`config.mk`:
```
export PLATFORM = sky130hd
export DESIGN_NAME = adc_mux_control
export DESIGN_NICKNAME = d
export VERILOG_FILES = /design/src/common/adc_mux_pkg.sv /design/src/result_buffer.sv /design/src/adc_mux_control.sv
export VERILOG_INCLUDE_DIRS = /design/src /design/src/common
export SDC_FILE = /design/constraint.sdc
export NUM_CORES = 1
export LEC_CHECK = 0
export ABC_AREA = 0
export BUFFER_PORTS_ARGS = -buffer_cell sky130_fd_sc_hd__buf_2
export CORE_AREA = 3 3 87 89
export DETAILED_ROUTE_END_ITERATION = 7
export DIE_AREA = 0 0 90 92
export PLACE_DENSITY_LB_ADDON = 0.25
export SKIP_CTS_REPAIR_TIMING = 1
export SLEW_MARGIN = 20
export SYNTH_ARGS = -nofsm -noshare
export SYNTH_HDL_FRONTEND = slang
export SYNTH_HIERARCHICAL = 1
export SYNTH_SLANG_ARGS = --single-unit
```
`constraint.sdc`:
```
create_clock -name ref_clk -period 5.2 [get_ports ref_clk]
set_input_delay 0.78 -clock ref_clk [delete_from_list [all_inputs] [get_ports ref_clk]]
set_output_delay 0.78 -clock ref_clk [all_outputs]
set_load 0.01 [all_outputs]
```
`src/common/adc_mux_map.svh`:
```
// Purpose: widths, field positions, reset values and timing counts
// Assumes: ref_clk at 40 MHz
// Notes: constants only, no logic
`ifndef ADC_MUX_MAP_SVH
`define ADC_MUX_MAP_SVH

// ----------------------------------------
// result word layout
// ----------------------------------------
`define RES_WIDTH 10
`define COARSE_WIDTH 4
`define FINE_WIDTH 6
`define RES_TOP_BIT 9
`define RES_BOTTOM_BIT 0
`define RES_RESET 10'h000

// ----------------------------------------
// channel codes
// ----------------------------------------
`define CHAN_RESET 2'h0

// ----------------------------------------
// timing
// ----------------------------------------
`define REF_CLK_HZ 40000000
`define MAX_SAMPLE_HZ 250000
// least converter period in ref_clk cycles, rounded up
`define MIN_CONV_CYCLES ((`REF_CLK_HZ + `MAX_SAMPLE_HZ - 1) / `MAX_SAMPLE_HZ)

`endif

```
`src/common/adc_mux_pkg.sv`:
```
// Purpose: types shared by the converter control files
// Assumes: nothing
// Notes: constants live in adc_mux_map.svh
package adc_mux_pkg;

  // ----------------------------------------
  // types
  // ----------------------------------------
  typedef enum logic [1:0] {
    conv_idle,
    conv_coarse,
    conv_fine,
    conv_merge
  } conv_state_t;

  typedef enum logic {
    mode_single,
    mode_continuous
  } conv_mode_t;

endpackage

```
`src/result_buffer.sv`:
```
// Purpose: two-entry buffer on the result path
// Assumes: one clock, synchronous active-low reset
// Notes: ready to the source is full-honest, no word lost on stall
`timescale 1ns/100ps
module result_buffer
  import adc_mux_pkg::*;
#(
  parameter int WIDTH = 11
) (
  // clock and reset
  input wire logic ref_clk,
  input wire logic rst_n,
  input wire logic clk_en,
  // fill side
  input wire logic in_valid,
  output logic in_ready,
  input wire logic [WIDTH-1:0] in_data,
  // drain side
  output logic out_valid,
  input wire logic out_ready,
  output logic [WIDTH-1:0] out_data
);

  typedef struct packed {
    logic [WIDTH-1:0] slot0;
    logic [WIDTH-1:0] slot1;
    logic [1:0] count;
  } buf_state_t;

  buf_state_t state_reg;
  buf_state_t state_next;
  logic push;
  logic pop;

  // ----------------------------------------
  // handshakes
  // ----------------------------------------
  assign in_ready = (state_reg.count != 2'h2);
  assign out_valid = (state_reg.count != 2'h0);
  assign out_data = state_reg.slot0;
  assign push = in_valid && in_ready;
  assign pop = out_valid && out_ready;

  // ----------------------------------------
  // next state
  // ----------------------------------------
  // slot0 is always the head so the output is straight from a flop
  always_comb begin
    state_next = state_reg;
    if (pop) begin
      state_next.slot0 = state_reg.slot1;
    end
    if (push) begin
      if (state_reg.count == 2'h0 ||
          (state_reg.count == 2'h1 && pop)) begin
        state_next.slot0 = in_data;
      end else if (pop) begin
        state_next.slot1 = in_data;
      end else begin
        state_next.slot1 = in_data;
      end
    end
    state_next.count = state_reg.count + {1'b0, push} - {1'b0, pop};
  end

  always_ff @(posedge ref_clk) begin
    if (!rst_n) begin
      state_reg <= '0;
    end else if (clk_en) begin
      state_reg <= state_next;
    end
  end

  a_buf_no_overfill: assert property (@(posedge ref_clk) disable iff (!rst_n)
    state_reg.count <= 2'h2)
    else $error("buffer count above two");

endmodule

```
`src/adc_mux_control.sv`:
```
// Purpose: digital side of a two-step 10-bit converter with 4-input mux
// Assumes: conv_clk pin and host strobes are asynchronous to ref_clk;
//   comparator outputs come from the analog core on ref_clk
// Notes: one result per converter clock rising edge, except edges mid-conversion in single mode and words merged while asleep or into a full buffer
`timescale 1ns/100ps
`include "adc_mux_map.svh"
module adc_mux_control
  import adc_mux_pkg::*;
#(
  parameter int MIN_CONV = `MIN_CONV_CYCLES
) (
  // clock, reset, enable
  input wire logic ref_clk,
  input wire logic rst_n,
  input wire logic clk_en,
  // host channel select pins (pull-downs modelled outside)
  input wire logic write_strobe_n,
  input wire logic channel_sel_hi,
  input wire logic channel_sel_lo,
  // converter clock pin and mode
  input wire logic conv_clk,
  input wire logic continuous_mode,
  input wire logic sleep_request,
  // analog core interface
  output logic [1:0] analog_select,
  output logic coarse_strobe,
  output logic fine_strobe,
  input wire logic [3:0] coarse_code,
  input wire logic [5:0] fine_code,
  input wire logic over_range_in,
  // result outputs
  output logic [9:0] result_word,
  output logic over_range_flag,
  output logic rate_fault,
  output logic result_valid,
  input wire logic result_ready
);

  typedef struct packed {
    logic [2:0] sync_wr1;
    logic [2:0] sync_wr2;
    logic [1:0] sync_ck;
    logic [1:0] sync_sl;
    logic conv_clk_prev;
    logic [1:0] chan;
    conv_state_t phase;
    logic [3:0] coarse;
    logic [5:0] fine;
    logic ovr;
    logic [9:0] word;
    logic flag;
    logic push;
    logic [15:0] period;
    logic fault;
    logic pending;
  } ctl_state_t;

  ctl_state_t s_reg;
  ctl_state_t s_next;
  logic buf_ready;
  logic buf_valid;
  logic [10:0] buf_data;
  logic wr_low;
  logic ck_rise;
  logic sleeping;

  // ----------------------------------------
  // synchronised pins
  // ----------------------------------------
  assign wr_low = !s_reg.sync_wr2[2];
  assign ck_rise = s_reg.sync_ck[1] && !s_reg.conv_clk_prev;
  assign sleeping = s_reg.sync_sl[1];

  // ----------------------------------------
  // next state
  // ----------------------------------------
  always_comb begin
    s_next = s_reg;
    s_next.push = 1'b0;
    s_next.sync_wr1 = {write_strobe_n, channel_sel_hi, channel_sel_lo};
    s_next.sync_wr2 = s_reg.sync_wr1;
    s_next.sync_ck = {s_reg.sync_ck[0], conv_clk};
    s_next.sync_sl = {s_reg.sync_sl[0], sleep_request};
    s_next.conv_clk_prev = s_reg.sync_ck[1];
    // transparent latch while strobe low, hold while high
    if (wr_low) begin
      s_next.chan = s_reg.sync_wr2[1:0];
    end
    // period watch: flag converter clocks faster than rated
    if (ck_rise) begin
      s_next.fault = (s_reg.period < 16'(MIN_CONV - 1));
      s_next.period = 16'h0000;
    end else if (s_reg.period != 16'hffff) begin
      s_next.period = s_reg.period + 16'h0001;
    end
    // a second edge during a conversion is remembered in continuous mode
    if (ck_rise && s_reg.phase != conv_idle && continuous_mode) begin
      s_next.pending = 1'b1;
    end
    case (s_reg.phase)
      conv_idle: begin
        if (ck_rise || s_reg.pending) begin
          s_next.pending = 1'b0;
          s_next.phase = conv_coarse;
        end
      end
      conv_coarse: begin
        s_next.coarse = coarse_code;
        s_next.ovr = over_range_in;
        s_next.phase = conv_fine;
      end
      conv_fine: begin
        s_next.fine = fine_code;
        s_next.phase = conv_merge;
      end
      conv_merge: begin
        // frozen outputs while asleep, word dropped
        if (!sleeping) begin
          s_next.word = {s_reg.coarse, s_reg.fine};
          s_next.flag = s_reg.ovr;
          s_next.push = 1'b1;
        end
        s_next.phase = conv_idle;
      end
      default: begin
        s_next.phase = conv_idle;
      end
    endcase
  end

  always_ff @(posedge ref_clk) begin
    if (!rst_n) begin
      s_reg <= '0;
      s_reg.chan <= `CHAN_RESET;
      s_reg.word <= `RES_RESET;
      s_reg.phase <= conv_idle;
      s_reg.sync_wr1 <= 3'h0;
    end else if (clk_en) begin
      s_reg <= s_next;
    end
  end

  // ----------------------------------------
  // outputs
  // ----------------------------------------
  assign analog_select = s_reg.chan;
  assign coarse_strobe = (s_reg.phase == conv_coarse);
  assign fine_strobe = (s_reg.phase == conv_fine);
  assign rate_fault = s_reg.fault;
  // buffer head feeds the pins; buffer full drops a word, not stalls
  // asleep, nothing enters or leaves, so the pins cannot move
  assign result_word = buf_data[9:0];
  assign over_range_flag = buf_data[10];
  assign result_valid = buf_valid;

  result_buffer #(
    .WIDTH(11)
  ) u_buf (
    .ref_clk(ref_clk),
    .rst_n(rst_n),
    .clk_en(clk_en),
    .in_valid(s_reg.push && !sleeping),
    .in_ready(buf_ready),
    .in_data({s_reg.flag, s_reg.word}),
    .out_valid(buf_valid),
    .out_ready(result_ready && !sleeping),
    .out_data(buf_data)
  );

  // ----------------------------------------
  // checks
  // ----------------------------------------
  a_chan_follows: assert property (
    @(posedge ref_clk) disable iff (!rst_n)
    clk_en && wr_low |=> analog_select == $past(s_reg.sync_wr2[1:0]))
    else $error("channel not latched while strobe low");
  a_chan_holds: assert property (
    @(posedge ref_clk) disable iff (!rst_n)
    clk_en && !wr_low |=> $stable(analog_select))
    else $error("channel moved while strobe high");
  a_sleep_freeze: assert property (
    @(posedge ref_clk) disable iff (!rst_n)
    sleeping && $past(sleeping) |-> $stable(result_word))
    else $error("result changed while asleep");
  a_sleep_valid: assert property (
    @(posedge ref_clk) disable iff (!rst_n)
    sleeping && $past(sleeping) |-> $stable(result_valid))
    else $error("result valid moved while asleep");
  a_two_step: assert property (
    @(posedge ref_clk) disable iff (!rst_n)
    clk_en && coarse_strobe |=> fine_strobe)
    else $error("fine step did not follow coarse");
  a_merge_word: assert property (
    @(posedge ref_clk) disable iff (!rst_n)
    s_reg.push |-> s_reg.word[9:6] == $past(s_reg.coarse))
    else $error("coarse bits not on top");
  a_flag_with_word: assert property (
    @(posedge ref_clk) disable iff (!rst_n)
    s_reg.push |-> s_reg.flag == $past(s_reg.ovr))
    else $error("flag not updated with word");
  a_start_conv: assert property (
    @(posedge ref_clk) disable iff (!rst_n)
    clk_en && ck_rise && s_reg.phase == conv_idle |=> coarse_strobe)
    else $error("edge did not start conversion");
  a_fault_fast: assert property (
    @(posedge ref_clk) disable iff (!rst_n)
    clk_en && ck_rise && s_reg.period < 16'(MIN_CONV - 1) |=> rate_fault)
    else $error("fast clock not flagged");

  c_single: cover property (@(posedge ref_clk) s_reg.push && !continuous_mode);
  c_pipe: cover property (@(posedge ref_clk) s_reg.pending);
  c_sleep: cover property (@(posedge ref_clk) sleeping && buf_valid);
  c_full: cover property (@(posedge ref_clk) !buf_ready);

endmodule

```
=== Word level (Yosys, flattened, before mapping) ===
Cells that the tools add are included.
Widths: inputs -> output; s select.

* Latch bits: 0
* Word-level logic and storage cells: 71
* Memories kept: 0
* Output and inout port bits: 17
* Flip-flop bits (word level): 80
* Bits of input ports: 21
* ROM bits: 0
* RAM bits: 0

* Divide/modulo/power cells: 0
* Reduce and logical (&&, ||, !) cells: 25
* $lt $le $gt $ge: 1
* Bitwise gates (word level): 3
* Add/subtract/negate cells: 3
* Muxes and demuxes: 13
* Equal/unequal tests: 7
* Multiply operators: 0
* Shift operators: 0

{| class="wikitable"
|+ Operator list
! cell !! number
|-
| $mux 11 || 3
|-
| $mux 16 || 2
|-
| $mux 22 || 1
|-
| $add 16x1->16 const B || 1
|-
| $lt 16x8->1 const B || 1
|-
| $ne 16x16->1 const B || 1
|-
| $reduce_and 2->1 || 6
|-
| $logic_and 1x1->1 || 8
|-
| $pmux 2 s4 || 1
|-
| $reduce_and 3->1 || 2
|-
| $reduce_bool 2->1 || 3
|-
| $mux 1 || 5
|-
| $eq 2x1->1 const B || 2
|-
| $eq 2x2->1 const B || 2
|-
| $logic_not 2->1 || 2
|-
| $ne 2x2->1 const B || 2
|-
| $not 1->1 || 3
|-
| $add 2x1->2 || 1
|-
| $logic_not 1->1 || 2
|-
| $logic_or 1x1->1 || 2
|-
| $mux 2 || 1
|-
| $sub 2x1->2 || 1
|}

=== Depth between registers and ports, before layout ===
* Depth after elaboration: 7
* Gate-level depth with buffers: 9
* Gate-level depth less buffers: 8

=== By module ===
Netlist, hierarchy kept.

{| class="wikitable"
|+ Modules (own cells, without submodules)
! module !! instances !! cells each !! area each (µm²) !! sequential area each (µm²)
|-
| adc_mux_control || 1 || 275 || 2553.7 || 1121.1
|-
| result_buffer || 1 || 132 || 1209.9 || 480.5
|}

=== Worst setup path before layout ===
No wires, ideal clock.

* Kind: input port to flip-flop
* Start: input port result_ready
* End: register u_buf/state_reg[1] (netlist name)
* Data arrival time: 1.866 ns
* Path buffers: 1
* Setup slack: 3.239 ns
* Stages on the path: 9
* Required time: 5.105 ns
* Library setup time: 0.095 ns
* Path through: nor2b_1 > buf_2 > nand3_1 > o21ai_0 > nor2_1 > ha_1 > inv_1 > a41o_1 > a221oi_1

* Cells in the longest elaborated chain, start to end: 3

{| class="wikitable"
|+ RTL lines
! what !! RTL line !! RTL
|-
| start: declaration || adc_mux_control.sv:36 || <nowiki>input wire logic result_ready</nowiki>
|-
| $logic_and 1x1->1 || adc_mux_control.sv:166 || <nowiki>.out_ready(result_ready && !sleeping),</nowiki>
|-
| $logic_and 1x1->1 || result_buffer.sv:42 || <nowiki>assign pop = out_valid && out_ready;</nowiki>
|-
| $sub 2x1->2 || result_buffer.sv:63 || <nowiki>state_next.count = state_reg.count + {1'b0, push} - {1'b0, pop};</nowiki>
|-
| end signal: assignment || result_buffer.sv:70 || <nowiki>state_reg <= state_next;</nowiki>
|-
| end: declaration || result_buffer.sv:30 || <nowiki>buf_state_t state_reg;</nowiki>
|}

Every way passes these cells.
A chain may end at the register's enable or synchronous reset.

=== Worst setup path after layout ===
* Start: input port clk_en
* End: register u_buf/state_reg[6] (netlist name)

* Cells in the longest elaborated chain, start to end: 1

{| class="wikitable"
|+ RTL lines
! what !! RTL line !! RTL
|-
| start: declaration || adc_mux_control.sv:15 || <nowiki>input wire logic clk_en,</nowiki>
|-
| $reduce_and 3->1 (no line) || n/a ||
|}

Every way passes these cells.

==> results.yml <==
global_route:
  grt_pass1_vias: 2584
  grt_pass1_wl_um: 11920
  antenna_found_initial: 0
  grt_overflow: 0
  grt_max_degree: 48
  track_usage_pct: 17.41
floorplanning:
  rows: 30
  die_x_um: 90
  coreArea_um2: 6832
  die-area_um2: 8280
  dieHeight_um: 92
  ioPinCount: 38
  start_util_pct: 55.00
layout:
  layout.nets: 443
  largest_reg_flops: 47
  final_cell_mix: "80 x dfxtp_1, 46 x mux2i_1, 37 x buf_2"
  final_util_pct: 59.32
  final_layout_size_suffix_gt1_share_pct: 15.48
  syn_to_final_growth_pct: 7.859
  insertedDiodeCount: 0
  num-fill-cells: 608
  layout_commonest_cell: "dfxtp_1"
route:
  drcViolationCount: 0
  wl_um: 6756
  wl_per_cell_um: 13.09
  drt-pass1-iter-count: 6
  drt_iter0_drc: 71
  viasPerCell: 5.308
  vias: 2739
  postRouteAntennaNets: 0
clock_network:
  cts-root-buf: "clkbuf_8"
  clock_path_buffers: 2
  clock-sinks: 80
  numCtsBuffers: 9
  clk_latency_ps: 360
  cts_tree: "done"
  htree_num_levels: 3
  clkTransAtPathRegs_ps: 90
yosys:
  syn_inst: 406
  yosys_warnings: 6
  synth_area_um2: 3757
  syn_avg_cell_area_um2: 9.255
  synth_nets: 434
pwr:
  p_leak_nw: 1.640
  p_total_mw: 1.236
  powerDensity_nw_per_um2: 305.1
  ir_drop_uv: 218.3
worst_setup_path:
  critPathCaptureType: "flip-flop"
  r2r_setup_slack_ps: 2970
  critPathLaunchType: "primary input"
  worst_ep_required_time_ps: 5430
  crit_path_top_delay_cell: "buf_2"
  cp_cell_sequence: "buf_2 -> nand3_1 -> a21oi_2 -> mux2i_1 -> nor2_1"
  cp_max_fo: 47
  path_class: "in2reg"
  cp.arrival_ps: 2660
  cp_slowest_stage_delay_ps: 690
sta:
  slew_violations: 0
  final.min_clock_period_ps: 2424
  period_share_pct: 46.61
  rsz0062_at_grt: "false"
  finClkSkew_ps: 13.31
  whs_ps: 461.4
  setup_violations: 0
  hold_viol_final: 0
  timing.fmax_mhz: 412.6
  setup_ws_ps: 2776
  worstMarginPinSlew_ps: 915.0
  max-slew-margin-rel_pct: 39.00
  setup_tns_ps: 0
place:
  gp_congestion: 0.7804
  place_hpwl_um: 4579
  portBuffers: 37
  preCtsSetupSlack_ps: 2483
worst_hold_path:
  hold_path_class: "reg2reg"
run:
  cap_violations: 0
status:
  status: "finished clean"
area by class of cell:
cell class                      instances  area [um2]  share of cell area (%)
Tap cell                               96       120.1                   2.964
Clock buffer                            9       123.9                   3.057
Clock inverter                          7       108.9                   2.686
Multi-Input combinational cell        279        1879                   46.37
Inverter                                7       26.28                  0.6483
Sequential cell                        80        1602                   39.52
Timing Repair Buffer                   38       192.7                   4.755
per-stage QoR:
step                      std cells  instance area (um2)
after detailed placement        500                 3820
final                           516                 4053
after global routing            516                 4053
after floorplan                 406                 3757
after global placement          500                 3820
after CTS                       516                 4053
worst max-delay path: cells and delay by family:
| kind | cells | cell delay (ps) |
|---|---|---|
| AOI/OAI and AO/OA | 1 | 640 |
| buffers and inverters | 1 | 690 |
| and+or+nand+nor | 2 | 240 |
| muxes | 1 | 290 |
routing by layer:
layer | vias to the layer above | GRT usage, % | share of wire, %
li1 | 1436 | - | -
met1 | 1259 | 22.66 | 48
met2 | 38 | 28.25 | 48
met3 | 6 | 4.266 | 3.1
met4 | 0 | 6.122 | 0.99
met5 | - | 0 | 0
report_power, final:
part           leakage, nW  total (mW)  switching (mW)  internal, mW
combinational        0.874      0.0718          0.0417        0.0301
sequential           0.647       0.631         0.00775         0.623
clock                0.119       0.534           0.252         0.282
total                 1.64        1.24           0.301         0.935
path summary, 6_finish.rpt:
path | startpoint | to | cells past startpoint
worst max-delay path | clk_en | u_buf/state_reg[6] | 5
worst min-delay path | analog_select[0] | analog_select[0] | 2
worst max register to register | s_reg[2] | s_reg[13] | 6
worst min register to register | analog_select[0] | analog_select[0] | 2
Power figures use the tool's default switching activity.
